### src/verilog/scd_pkg.sv
package scd_pkg;

    localparam int DELAY_W = 8;
    localparam int DELAY_STEPS = 256;

    localparam logic [7:0] ADDR_MODE   = 8'h00;
    localparam logic [7:0] ADDR_COARSE = 8'h04;
    localparam logic [7:0] ADDR_FINE   = 8'h08;
    localparam logic [7:0] ADDR_RAMP   = 8'h0C;
    localparam logic [7:0] ADDR_STATUS = 8'h10;
    localparam logic [7:0] ADDR_SREF   = 8'h14;

    localparam int MODE_SINGLE_BIT = 0;
    localparam int MODE_INV_BIT    = 1;
    localparam int RAMP_EN_BIT     = 0;
    localparam int RAMP_FAST_BIT   = 1;
    localparam int STAT_BUSY_BIT   = 8;

    localparam logic [7:0] RST_COARSE = 8'h00;
    localparam logic [7:0] RST_FINE   = 8'h00;
    localparam logic       RST_SINGLE = 1'b0;
    localparam logic       RST_INV    = 1'b0;

    localparam logic [8:0] SLOW_PERIOD = 9'h100;
    localparam logic [8:0] FAST_PERIOD = 9'h180;
    localparam logic [7:0] SLOW_STEP   = 8'h01;
    localparam logic [7:0] FAST_STEP   = 8'h04;

    typedef enum logic {
        RAMP_IDLE,
        RAMP_RUN
    } scd_ramp_e;

endpackage

### src/verilog/scd_clock_delay.sv
// The placing of the registers and the plain strobed port were decided locally.
`timescale 1ns/1ps
module scd_clock_delay #(
    parameter int DW = scd_pkg::DELAY_W
) (
    input  wire logic        sys_clk,
    input  wire logic        rst,
    input  wire logic [7:0]  reg_addr,
    input  wire logic [31:0] reg_wdata,
    input  wire logic        reg_wr,
    input  wire logic        reg_rd,
    output logic      [31:0] reg_rdata,
    input  wire logic        sysref,
    output logic             sample_rise_en,
    output logic             sample_fall_en,
    output logic             sysref_window_x2,
    output logic             clock_invert_delay,
    output logic [DW-1:0]    coarse_applied,
    output logic [DW-1:0]    fine_applied,
    output logic [2*DW:0]    total_delay_code,
    output logic             link_timing_shift,
    output logic             sysref_capture
);

    initial begin
        if (DW != scd_pkg::DELAY_W ||
            (1 << DW) != scd_pkg::DELAY_STEPS) begin
            $error("scd_clock_delay: delay width must give 256 steps");
        end
    end

    logic          link_mode_setting;
    logic          inv_setting;
    logic [DW-1:0] coarse_delay_setting;
    logic [DW-1:0] fine_delay_setting;
    logic          delay_ramp_enable;
    logic          ramp_rate_select;
    logic          coarse_load;
    logic          ramp_busy;
    logic [DW-1:0] ramp_coarse;
    logic          sysref_q;
    logic [15:0]   sysref_count;
    logic [2*DW:0] next_total;
    logic [31:0]   next_rdata;

    function automatic logic hit(
        input logic [7:0] a,
        input logic [7:0] b
    );
        hit = (a == b);
    endfunction

    assign coarse_load = reg_wr && hit(reg_addr, scd_pkg::ADDR_COARSE);

    // Mode and invert writes
    always_ff @(posedge sys_clk) begin
        if (rst) begin
            link_mode_setting <= scd_pkg::RST_SINGLE;
            inv_setting       <= scd_pkg::RST_INV;
        end else if (reg_wr && hit(reg_addr, scd_pkg::ADDR_MODE)) begin
            link_mode_setting <= reg_wdata[scd_pkg::MODE_SINGLE_BIT];
            inv_setting       <= reg_wdata[scd_pkg::MODE_INV_BIT];
        end
    end

    // Coarse target is the last written value
    always_ff @(posedge sys_clk) begin
        if (rst) begin
            coarse_delay_setting <= scd_pkg::RST_COARSE;
        end else if (coarse_load) begin
            coarse_delay_setting <= reg_wdata[DW-1:0];
        end
    end

    always_ff @(posedge sys_clk) begin
        if (rst) begin
            fine_delay_setting <= scd_pkg::RST_FINE;
        end else if (reg_wr && hit(reg_addr, scd_pkg::ADDR_FINE)) begin
            fine_delay_setting <= reg_wdata[DW-1:0];
        end
    end

    always_ff @(posedge sys_clk) begin
        if (rst) begin
            delay_ramp_enable <= 1'b0;
            ramp_rate_select  <= 1'b0;
        end else if (reg_wr && hit(reg_addr, scd_pkg::ADDR_RAMP)) begin
            delay_ramp_enable <= reg_wdata[scd_pkg::RAMP_EN_BIT];
            ramp_rate_select  <= reg_wdata[scd_pkg::RAMP_FAST_BIT];
        end
    end

    // Ramp keeps the clock tree from glitching on big jumps
    scd_ramp #(
        .W (DW)
    ) u_ramp (
        .sys_clk (sys_clk),
        .rst     (rst),
        .ramp_on (delay_ramp_enable),
        .fast    (ramp_rate_select),
        .load    (coarse_load),
        .target  (reg_wdata[DW-1:0]),
        .applied (ramp_coarse),
        .busy    (ramp_busy)
    );

    // Sampling edges per channel mode
    always_ff @(posedge sys_clk) begin
        if (rst) begin
            sample_rise_en   <= 1'b0;
            sample_fall_en   <= 1'b0;
            sysref_window_x2 <= 1'b0;
        end else begin
            sample_rise_en   <= 1'b1;
            sample_fall_en   <= link_mode_setting;
            sysref_window_x2 <= link_mode_setting;
        end
    end

    // Three stages kept apart, combined only in the code
    assign next_total = {inv_setting, ramp_coarse, fine_delay_setting};

    always_ff @(posedge sys_clk) begin
        if (rst) begin
            clock_invert_delay <= scd_pkg::RST_INV;
            coarse_applied     <= scd_pkg::RST_COARSE;
            fine_applied       <= scd_pkg::RST_FINE;
            total_delay_code   <= '0;
        end else begin
            clock_invert_delay <= inv_setting;
            coarse_applied     <= ramp_coarse;
            fine_applied       <= fine_delay_setting;
            total_delay_code   <= next_total;
        end
    end

    // Warns the link side that all clocks move
    always_ff @(posedge sys_clk) begin
        if (rst) begin
            link_timing_shift <= 1'b0;
        end else begin
            link_timing_shift <= (next_total != total_delay_code);
        end
    end

    // Fixed rising-edge latch; pulse and periodic forms alike
    always_ff @(posedge sys_clk) begin
        if (rst) begin
            sysref_q       <= 1'b0;
            sysref_capture <= 1'b0;
        end else begin
            sysref_q       <= sysref;
            sysref_capture <= sysref && !sysref_q;
        end
    end

    // Count wraps; software looks at differences only
    always_ff @(posedge sys_clk) begin
        if (rst) begin
            sysref_count <= 16'h0000;
        end else if (sysref_capture) begin
            sysref_count <= sysref_count + 16'h0001;
        end
    end

    always_comb begin
        next_rdata = 32'h0000_0000;
        case (reg_addr)
            scd_pkg::ADDR_MODE: begin
                next_rdata[scd_pkg::MODE_SINGLE_BIT] = link_mode_setting;
                next_rdata[scd_pkg::MODE_INV_BIT]    = inv_setting;
            end
            scd_pkg::ADDR_COARSE: begin
                next_rdata[DW-1:0] = coarse_delay_setting;
            end
            scd_pkg::ADDR_FINE: begin
                next_rdata[DW-1:0] = fine_delay_setting;
            end
            scd_pkg::ADDR_RAMP: begin
                next_rdata[scd_pkg::RAMP_EN_BIT]   = delay_ramp_enable;
                next_rdata[scd_pkg::RAMP_FAST_BIT] = ramp_rate_select;
            end
            scd_pkg::ADDR_STATUS: begin
                next_rdata[DW-1:0] = ramp_coarse;
                next_rdata[scd_pkg::STAT_BUSY_BIT] = ramp_busy;
            end
            scd_pkg::ADDR_SREF: begin
                next_rdata[15:0] = sysref_count;
            end
            default: next_rdata = 32'h0000_0000;
        endcase
    end

    // Read data valid only in the cycle after the strobe
    always_ff @(posedge sys_clk) begin
        if (rst) begin
            reg_rdata <= 32'h0000_0000;
        end else if (reg_rd) begin
            reg_rdata <= next_rdata;
        end else begin
            reg_rdata <= 32'h0000_0000;
        end
    end
endmodule

### src/verilog/scd_ramp.sv
`timescale 1ns/1ps
module scd_ramp #(
    parameter int W = scd_pkg::DELAY_W
) (
    input  wire logic         sys_clk,
    input  wire logic         rst,
    input  wire logic         ramp_on,
    input  wire logic         fast,
    input  wire logic         load,
    input  wire logic [W-1:0] target,
    output logic      [W-1:0] applied,
    output logic              busy
);

    initial begin
        if (W != scd_pkg::DELAY_W) begin
            $error("scd_ramp: W must equal DELAY_W");
        end
    end

    scd_pkg::scd_ramp_e state;
    logic [8:0]         cnt;
    logic [8:0]         last;
    logic [W-1:0]       step;
    logic               tick;
    logic [W-1:0]       goal;

    function automatic logic [W-1:0] toward(
        input logic [W-1:0] cur,
        input logic [W-1:0] tgt,
        input logic [W-1:0] mx
    );
        logic [W-1:0] d;
        d = (tgt > cur) ? tgt - cur : cur - tgt;
        if (d > mx) begin
            d = mx;
        end
        toward = (tgt > cur) ? cur + d : cur - d;
    endfunction

    assign last = fast ? scd_pkg::FAST_PERIOD - 9'h001
                       : scd_pkg::SLOW_PERIOD - 9'h001;
    assign step = fast ? scd_pkg::FAST_STEP : scd_pkg::SLOW_STEP;
    assign tick = (state == scd_pkg::RAMP_RUN) && (cnt >= last) && !load;
    assign busy = (state == scd_pkg::RAMP_RUN);

    // Latched so later bus traffic cannot steer the ramp
    always_ff @(posedge sys_clk) begin
        if (rst) begin
            goal <= scd_pkg::RST_COARSE;
        end else if (load) begin
            goal <= target;
        end
    end

    // Every coarse write (load) restarts the step timer
    always_ff @(posedge sys_clk) begin
        if (rst || load || tick) begin
            cnt <= 9'h000;
        end else if (state == scd_pkg::RAMP_RUN) begin
            cnt <= cnt + 9'h001;
        end
    end

    always_ff @(posedge sys_clk) begin
        if (rst) begin
            state <= scd_pkg::RAMP_IDLE;
        end else begin
            case (state)
                scd_pkg::RAMP_IDLE: begin
                    if (load && ramp_on && target != applied) begin
                        state <= scd_pkg::RAMP_RUN;
                    end
                end
                scd_pkg::RAMP_RUN: begin
                    if (!ramp_on || (!load && applied == goal)) begin
                        state <= scd_pkg::RAMP_IDLE;
                    end
                end
                default: state <= scd_pkg::RAMP_IDLE;
            endcase
        end
    end

    // Dropping ramp enable mid-ramp snaps to target
    always_ff @(posedge sys_clk) begin
        if (rst) begin
            applied <= scd_pkg::RST_COARSE;
        end else if (!ramp_on && load) begin
            applied <= target;
        end else if (!ramp_on && busy) begin
            applied <= goal;
        end else if (tick) begin
            applied <= toward(applied, goal, step);
        end
    end
endmodule

### config.mk
export PLATFORM = sky130hd
export DESIGN_NAME = scd_clock_delay
export DESIGN_NICKNAME = d
export VERILOG_FILES = /design/src/verilog/scd_pkg.sv /design/src/verilog/scd_clock_delay.sv /design/src/verilog/scd_ramp.sv
export SDC_FILE = /design/constraint.sdc
export NUM_CORES = 1
export LEC_CHECK = 0
export BUFFER_PORTS_ARGS = -buffer_cell sky130_fd_sc_hd__buf_2
export CAP_MARGIN = 20
export CELL_PAD_IN_SITES_DETAIL_PLACEMENT = 0
export CELL_PAD_IN_SITES_GLOBAL_PLACEMENT = 2
export CORE_MARGIN = 8
export CORE_UTILIZATION = 32
export DETAILED_ROUTE_END_ITERATION = 8
export HOLD_SLACK_MARGIN = 0.15
export PLACE_DENSITY = 0.81
export SYNTH_ARGS = -nofsm -noshare
export SYNTH_HDL_FRONTEND = slang
export SYNTH_SLANG_ARGS = --single-unit
### constraint.sdc
create_clock -name sys_clk -period 7.5 [get_ports sys_clk]
set_input_delay 1.5 -clock sys_clk [delete_from_list [all_inputs] [get_ports sys_clk]]
set_output_delay 1.5 -clock sys_clk [all_outputs]
set_load 0.01 [all_outputs]
==> results_tabular.tex, run 1 <==
\begin{tabular}{lr}
\hline
Metric & Value \\
\hline
\multicolumn{2}{l}{\textbf{Logic synthesis}} \\
Flop and latch count out of synthesis & 92 \\
Post-Syn Area per Cell & 8.25 um2 \\
Most used flip-flop cell after synthesis & dfxtp\_1 \\
Post-Syn Instances & 646 \\
Register area share after synthesis & 34.6\% \\
Unique cell type count in the Yosys netlist & 62 \\
Synthesized cell area & 0.00533 mm2 \\
Yosys warning total & 0 \\
Fraction of registers with async set/reset & 0\% \\
Number of flops mapped to enable cells by yosys & 0 \\
\multicolumn{2}{l}{\textbf{Floorplanning}} \\
I/O pin cnt & 116 \\
Cell Rows & 47 \\
X dimension of the die & 145 um \\
Total core area & 0.0164 mm2 \\
Die outline area & 0.0210 mm2 \\
Initial Util & 32.5\% \\
Die boundary height & 145 um \\
\multicolumn{2}{l}{\textbf{Global routing}} \\
Maximum number of pins on one net before global-route repair & 66 \\
Antenna violations before repair & 0 \\
Wire length of the first global-routing pass & 24000 um \\
Remaining Overflow, GRT & 0 \\
Number of global-route vias before repair & 4496 \\
Total GRT Usage & 13.9\% \\
\multicolumn{2}{l}{\textbf{Power and ir drop}} \\
Leakage Power & 2.43 nW \\
Combinational cell fraction of total power & 5.3\% \\
Internal power component & 0.000849 W \\
Net switching fraction of the power & 21.9\% \\
Fraction of power consumed by sequential logic & 45.3\% \\
Final total power & 0.00109 W \\
Max VDD drop & 0.000113 V \\
Part of the power in the clock network & 49.4\% \\
Switching power of the nets & 0.000239 W \\
PD cells & 180 mW/mm2 \\
\multicolumn{2}{l}{\textbf{STA}} \\
Post-route clock skew & 0.00777 ns \\
Final Max Slew Viols & 0 \\
Fin crit period & 6.18 ns \\
Fin. Hold Viols & 0 \\
Setup slack of the critical path after layout & 1.32 ns \\
Final Cycle Share & 82.4\% \\
Final number of setup-violating endpoints & 0 \\
Tightest hold margin & 0.399 ns \\
Tightest Pin Transition & 0.773 ns \\
Worst relative slew slack & 48.0\% \\
Setup repair after global routing missed its margin & false \\
Maximum operating frequency & 162 MHz \\
Aggregate negative setup slack & 0 ns \\
\multicolumn{2}{l}{\textbf{Clock tree}} \\
Count of hold buffers inserted by post-cts repair & 0 \\
Maximum buffer depth of the clock tree & 2 \\
Num CTS Buffers & 9 \\
Clock Latency Late Sink & 0.34 ns \\
Root buffer selected by CTS & clkbuf\_16 \\
Setup bufs post-CTS & 0 \\
Sinks on the clock net & 92 \\
Post-cts resize count & 0 \\
H-tree levels & 3 \\
TritonCTS clock tree & yes \\
Clk slew on worst S/H paths & 0.07 ns \\
\multicolumn{2}{l}{\textbf{Layout}} \\
Commonest non-fill, non-tap cells in the layout & dfxtp\_1 (92), buf\_2 (75), nand2\_1 (73) \\
Fill cell count & 1721 \\
Area growth from synthesis to final layout & 13.6\% \\
Area taken by flip-flops and latches & 0.00184 mm2 \\
Total Nets Final & 769 \\
Most common cell after layout, fill and taps aside & dfxtp\_1 \\
Multi-input logic area & 0.00305 mm2 \\
End-of-flow core utilization & 36.9\% \\
Diodes inserted & 0 \\
Fraction of layout instances using a drive strength above 1 & 14.9\% \\
\multicolumn{2}{l}{\textbf{Worst hold path}} \\
Worst min path class & register to register \\
Worst Hold Path Cells & 1 \\
Hold\_sp & sysref\_q\$\_SDFF\_PP0\_ \\
\multicolumn{2}{l}{\textbf{Route}} \\
Count of routing violations after the opening detailed-route iteration & 199 \\
Total wire length & 14700 um \\
Vias post-DR & 4567 \\
Wire per inst & 16.1 um \\
DR pass1 iterations & 4 \\
Average via count per standard cell & 4.98 \\
DRC errors left & 0 \\
Post-DRT Antenna Nets & 0 \\
\multicolumn{2}{l}{\textbf{Worst setup path}} \\
Critical setup path kind & register to register \\
FF-to-FF Start & u\_ramp.applied[7]\$\_SDFFE\_PP0P\_ \\
Slowest-stage cell, CP & ha\_1 \\
Required time at the endpoint of the critical path & 7.71 ns \\
CP dominant cell by count & ha\_1 \\
Critical-path maximum fanout & 9 \\
Origin of the worst setup path & u\_ramp.applied[7]\$\_SDFFE\_PP0P\_ \\
Kind of start point of the critical path & register \\
CP arrival & 6.38 ns \\
Delay of the slowest cell on the worst path & 0.51 ns \\
Worst reg-to-reg path cell count & 27 \\
Critical Path End Type & register \\
\multicolumn{2}{l}{\textbf{Placed design}} \\
Total of buffers placed on input and output ports & 75 \\
GP Congestion & 0.822 \\
Pre-CTS WS & 1.36 ns \\
Half-perimeter wire length of the detailed placement result & 11400 um \\
\multicolumn{2}{l}{\textbf{Outcome}} \\
Status & finished, final reports clean \\
\multicolumn{2}{l}{\textbf{Job}} \\
Number of maximum-capacitance violations & 0 \\
\hline
\end{tabular}
==> metal layers <==
metal	vias up	GRT usage (%)	wire length [um]
li1	2278	-	-
met2	110	23.8	7050
met4	0	4.37	242
met5	-	0	0
met1	2156	17.2	6760
met3	23	2.99	687
==> synthesized netlist by cell type, types with 10 or more instances <==
master     n  area share (%)
xor2_1    22             3.6
a211oi_1  10             1.4
and2_1    11             1.3
dfxtp_1   92              35
ha_1      29             6.8
xnor2_1   31             5.1
o211ai_1  10             1.4
nand4_1   13             1.5
nor3_1    11             1.0
a21oi_1   54             5.1
buf_4     37             5.2
o21ai_0   20             1.9
clkbuf_1  14            0.99
nand2_1   73             5.1
nor2b_1   16             1.9
nand3_1   27             2.5
nor2_1    45             3.2
inv_1     30             2.1
==> sequential cells by signal, indices dropped and copies added (netlist names) <==
name and flops:
clock_invert_delay 1, inv_setting 1, reg_rdata 16, link_mode_setting 1, sample_rise_en 1, sysref_capture 1
u_ramp.busy 1, u_ramp.applied 8, sysref_q 1, u_ramp.goal 8, delay_ramp_enable 1, coarse_applied 7
fine_applied 7, sysref_count 16, ramp_rate_select 1, link_timing_shift 1, sysref_window_x2 1, fine_delay_setting 8
total_delay_code 2, u_ramp.cnt 9
==> critical path: cells and delay by family (launching register included) <==
kind | cells | cell delay (ns)
AO/OA/AOI/OAI | 12 | 2.31
adder cells (fa/ha/maj) | 4 | 1.36
AND/OR/NAND/NOR | 5 | 0.87
multiplexers | 2 | 0.54
flip-flops | 1 | 0.45
XOR/XNOR | 2 | 0.29
buffers and inverters | 2 | 0.23
==> worst paths after layout <==
| kind | to | slack [ns] |
|---|---|---|
| worst max-delay path | u_ramp.applied[5]$_SDFFE_PP0P_ | 1.32 |
| worst min-delay path | sysref_capture$_SDFF_PP0_ | 0.40 |
| worst max register to register | u_ramp.applied[5]$_SDFFE_PP0P_ | 1.32 |
| worst min register to register | sysref_capture$_SDFF_PP0_ | 0.40 |
==> logic make-up (layout without fill, tap and decap cells) <==
logic type | Yosys count | after routing | synth area share (%)
and+or+nand+nor | 236 | 236 | 22.1
AOI/OAI and AO/OA | 133 | 133 | 15.8
DFF | 92 | 92 | 34.6
buffers and inverters | 91 | 127 | 9.34
xor gates and xnor gates | 53 | 53 | 8.71
adders and majority gates | 32 | 32 | 7.94
muxes | 8 | 8 | 1.50
other | 1 | 16 | 0.0704
==> per-stage QoR <==
step | cells | cell area, um2
after floorplan | 661 | 5390
after CTS | 917 | 6050
final | 917 | 6050
after global placement | 901 | 5700
after global routing | 917 | 6050
after detailed placement | 901 | 5700
==> power groups by stage <==
| stage | Clock [W] | Sequential, W | Combinational, W |
|---|---|---|---|
| global route | 0.000563 | 0.000492 | 0.0000651 |
| global placement | 0 | 0.000504 | 0.0000569 |
| finish | 0.000537 | 0.000492 | 0.0000579 |
| detailed placement | 0 | 0.000504 | 0.0000575 |
| floorplan | 0 | 0.000503 | 0.0000443 |
| CTS | 0.000546 | 0.000492 | 0.0000578 |
==> cell type report <==
type | count | share of cell area (%)
multi-input cells | 478 | 50.4
well taps | 220 | 4.55
repair buffers | 80 | 6.82
clock buffers | 10 | 3.95
clock inverters | 6 | 1.92
flip-flops and latches | 92 | 30.4
inverters | 31 | 1.92
(Power assumes the default switching activity.)
==> run 2: changes to the inputs <==
clock period = 5.8 ns   (was 7.5 ns; I/O delays follow)
==> results_tabular.tex, run 2 (same netlist as run 1, synthesis figures left out) <==
\begin{tabular}{lr}
\hline
Metric & Value \\
\hline
\multicolumn{2}{l}{\textbf{Outcome}} \\
Status & finished, final reports clean (unchanged) \\
\multicolumn{2}{l}{\textbf{Global routing}} \\
Maximum number of pins on one net before global-route repair & 66 (unchanged) \\
Remaining Overflow, GRT & 0 (unchanged) \\
Number of global-route vias before repair & 4681 (was 4496) \\
Antenna violations before repair & 1 (was 0) \\
Total GRT Usage & 14.1\% (was 13.9\%) \\
Wire length of the first global-routing pass & 24500 um (was 24000 um) \\
\multicolumn{2}{l}{\textbf{STA}} \\
Maximum operating frequency & 186 MHz (was 162 MHz) \\
Final Max Slew Viols & 0 (unchanged) \\
Final Cycle Share & 92.6\% (was 82.4\%) \\
Worst relative slew slack & 46.9\% (was 48.0\%) \\
Post-route clock skew & 0.00295 ns (was 0.00777 ns) \\
Tightest Pin Transition & 0.789 ns (was 0.773 ns) \\
Setup repair after global routing missed its margin & false (unchanged) \\
Fin crit period & 5.37 ns (was 6.18 ns) \\
Aggregate negative setup slack & 0 ns (unchanged) \\
Setup slack of the critical path after layout & 0.431 ns (was 1.32 ns) \\
Final number of setup-violating endpoints & 0 (unchanged) \\
Fin. Hold Viols & 0 (unchanged) \\
\multicolumn{2}{l}{\textbf{Layout}} \\
Diodes inserted & 0 (unchanged) \\
Area growth from synthesis to final layout & 16.8\% (was 13.6\%) \\
Most common cell after layout, fill and taps aside & dfxtp\_1 (unchanged) \\
Largest registers & reg\_rdata: 16 flops, sysref\_count: 16 flops, u\_ramp.cnt: 9 flops (unchanged) \\
Commonest non-fill, non-tap cells in the layout & dfxtp\_1 (88), buf\_2 (75), nand2\_1 (73) (was dfxtp\_1 (92), buf\_2 (75), nand2\_1 (73)) \\
Total Nets Final & 795 (was 769) \\
Fill cell count & 1732 (was 1721) \\
Fraction of layout instances using a drive strength above 1 & 19.1\% (was 14.9\%) \\
\multicolumn{2}{l}{\textbf{Worst setup path}} \\
Origin of the worst setup path & u\_ramp.applied[0]\$\_SDFFE\_PP0P\_ (was u\_ramp.applied[7]\$\_SDFFE\_PP0P\_) \\
CP arrival & 5.61 ns (was 6.38 ns) \\
Capture instance of the worst register-to-register path & u\_ramp.applied[5]\$\_SDFFE\_PP0P\_ (unchanged) \\
CP dominant cell by count & ha\_1 (unchanged) \\
Critical setup path kind & register to register (unchanged) \\
Required time at the endpoint of the critical path & 6.05 ns (was 7.71 ns) \\
FF-to-FF Start & u\_ramp.applied[0]\$\_SDFFE\_PP0P\_ (was u\_ramp.applied[7]\$\_SDFFE\_PP0P\_) \\
Reg-to-reg setup timing slack & 0.43 ns (was 1.32 ns) \\
Critical Path End Type & register (unchanged) \\
Slowest-stage cell, CP & fa\_1 (was ha\_1) \\
Critical-path maximum fanout & 3 (was 9) \\
Kind of start point of the critical path & register (unchanged) \\
Delay of the slowest cell on the worst path & 0.41 ns (was 0.51 ns) \\
Worst reg-to-reg path cell count & 28 (was 27) \\
Crit path capture & u\_ramp.applied[5]\$\_SDFFE\_PP0P\_ (unchanged) \\
\multicolumn{2}{l}{\textbf{Power and ir drop}} \\
Leakage Power & 2.53 nW (was 2.43 nW) \\
PD cells & 211 mW/mm2 (was 180 mW/mm2) \\
Max VDD drop & 0.000153 V (was 0.000113 V) \\
\multicolumn{2}{l}{\textbf{Clock tree}} \\
Post-cts resize count & 0 (unchanged) \\
Clk slew on worst S/H paths & 0.06 ns (was 0.07 ns) \\
TritonCTS clock tree & yes (unchanged) \\
Count of hold buffers inserted by post-cts repair & 0 (unchanged) \\
Maximum buffer depth of the clock tree & 2 (unchanged) \\
Clock Latency Late Sink & 0.33 ns (was 0.34 ns) \\
Num CTS Buffers & 9 (unchanged) \\
Root buffer selected by CTS & clkbuf\_16 (unchanged) \\
H-tree levels & 3 (unchanged) \\
Sinks on the clock net & 92 (unchanged) \\
Setup bufs post-CTS & 0 (unchanged) \\
\multicolumn{2}{l}{\textbf{Floorplanning}} \\
Die boundary height & 145 um (unchanged) \\
Initial Util & 32.5\% (unchanged) \\
I/O pin cnt & 116 (unchanged) \\
X dimension of the die & 145 um (unchanged) \\
Die outline area & 0.0210 mm2 (unchanged) \\
Total core area & 0.0164 mm2 (unchanged) \\
Cell Rows & 47 (unchanged) \\
\multicolumn{2}{l}{\textbf{Job}} \\
Number of maximum-capacitance violations & 0 (unchanged) \\
\multicolumn{2}{l}{\textbf{Route}} \\
Wire per inst & 15.8 um (was 16.1 um) \\
Post-DRT Antenna Nets & 0 (unchanged) \\
Average via count per standard cell & 4.94 (was 4.98) \\
Count of routing violations after the opening detailed-route iteration & 242 (was 199) \\
DR pass1 iterations & 6 (was 4) \\
Total wire length & 14900 um (was 14700 um) \\
Vias post-DR & 4662 (was 4567) \\
DRC errors left & 0 (unchanged) \\
\multicolumn{2}{l}{\textbf{Placed design}} \\
GP Congestion & 0.820 (was 0.822) \\
Half-perimeter wire length of the detailed placement result & 11800 um (was 11400 um) \\
Total of buffers placed on input and output ports & 75 (unchanged) \\
Pre-CTS WS & 0.232 ns (was 1.36 ns) \\
\multicolumn{2}{l}{\textbf{Worst hold path}} \\
Worst min path class & register to register (unchanged) \\
\hline
\end{tabular}
==> run 2: cell count changes in the layout (fill, tap and decap cells not counted), sizes merged <==
cell	previous run	this run
clkinv	1	2
clkinvlp	0	2
inv	33	31
buf	80	106
clkbuf	10	11
bufinv	3	1
==> run 2: metal layers <==
metal | part of all wire [%] | vias up | track usage (%)
li1 | - | 2329 | -
met1 | 45 | 2204 | 17.2
met2 | 49 | 109 | 24.3
met3 | 4.7 | 18 | 3.39
met4 | 1.6 | 2 | 3.79
met5 | 0.054 | - | 0
==> run 2: metrics by stage <==
| step | cell area, um2 | hold slack [ns] | util, % | instances | total power, W |
|---|---|---|---|---|---|
| after global routing | 6220 | 0.407 | 37.9 | 943 | 0.00137 |
| after global placement | 5890 | 0.375 | 35.9 | 927 | 0.000729 |
| final | 6220 | 0.389 | 37.9 | 943 | 0.00132 |
| after detailed placement | 5890 | 0.380 | 35.9 | 927 | 0.000730 |
| after CTS | 6200 | 0.389 | 37.8 | 943 | 0.00134 |
| after floorplan | 5390 | 0.367 | - | 661 | 0.000708 |
==> run 2: area by class of cell <==
class / instances / area (um2) / area share [%]
repair buffers: 106 / 608 / 9.77
clock inverters: 5 / 58.8 / 0.945
clock buffers: 11 / 253 / 4.06
inverters: 31 / 116 / 1.87
multi-input cells: 478 / 3070 / 49.3
flip-flops and latches: 92 / 1850 / 29.7
well taps: 220 / 275 / 4.42
==> run 2: worst min path at each step <==
stage / from / end / slack (ns) / depth (start not counted)
final: sysref_q$_SDFF_PP0_ / sysref_capture$_SDFF_PP0_ / 0.39 / 1
after global routing: sysref_q$_SDFF_PP0_ / sysref_capture$_SDFF_PP0_ / 0.41 / 1
after CTS: sysref_q$_SDFF_PP0_ / sysref_capture$_SDFF_PP0_ / 0.39 / 1
after detailed placement: sysref_q$_SDFF_PP0_ / sysref_capture$_SDFF_PP0_ / 0.38 / 1
after global placement: sysref_q$_SDFF_PP0_ / sysref_capture$_SDFF_PP0_ / 0.37 / 1
after floorplan: sysref_q$_SDFF_PP0_ / sysref_capture$_SDFF_PP0_ / 0.37 / 1
==> run 2: report_power, final <==
part | internal, W | switching [W]
logic | 0.0000301 | 0.0000503
registers | 0.000634 | 0.00000270
clock network | 0.000358 | 0.000240
==> run 2: critical path: cells and delay by family (launching register included) <==
kind	cells	cell delay [ns]
mux	2	0.42
compound gates	12	1.83
buf+inv	2	0.12
fa+ha+maj	5	1.41
simple gates	5	0.84
flops	1	0.36
xor+xnor	2	0.31
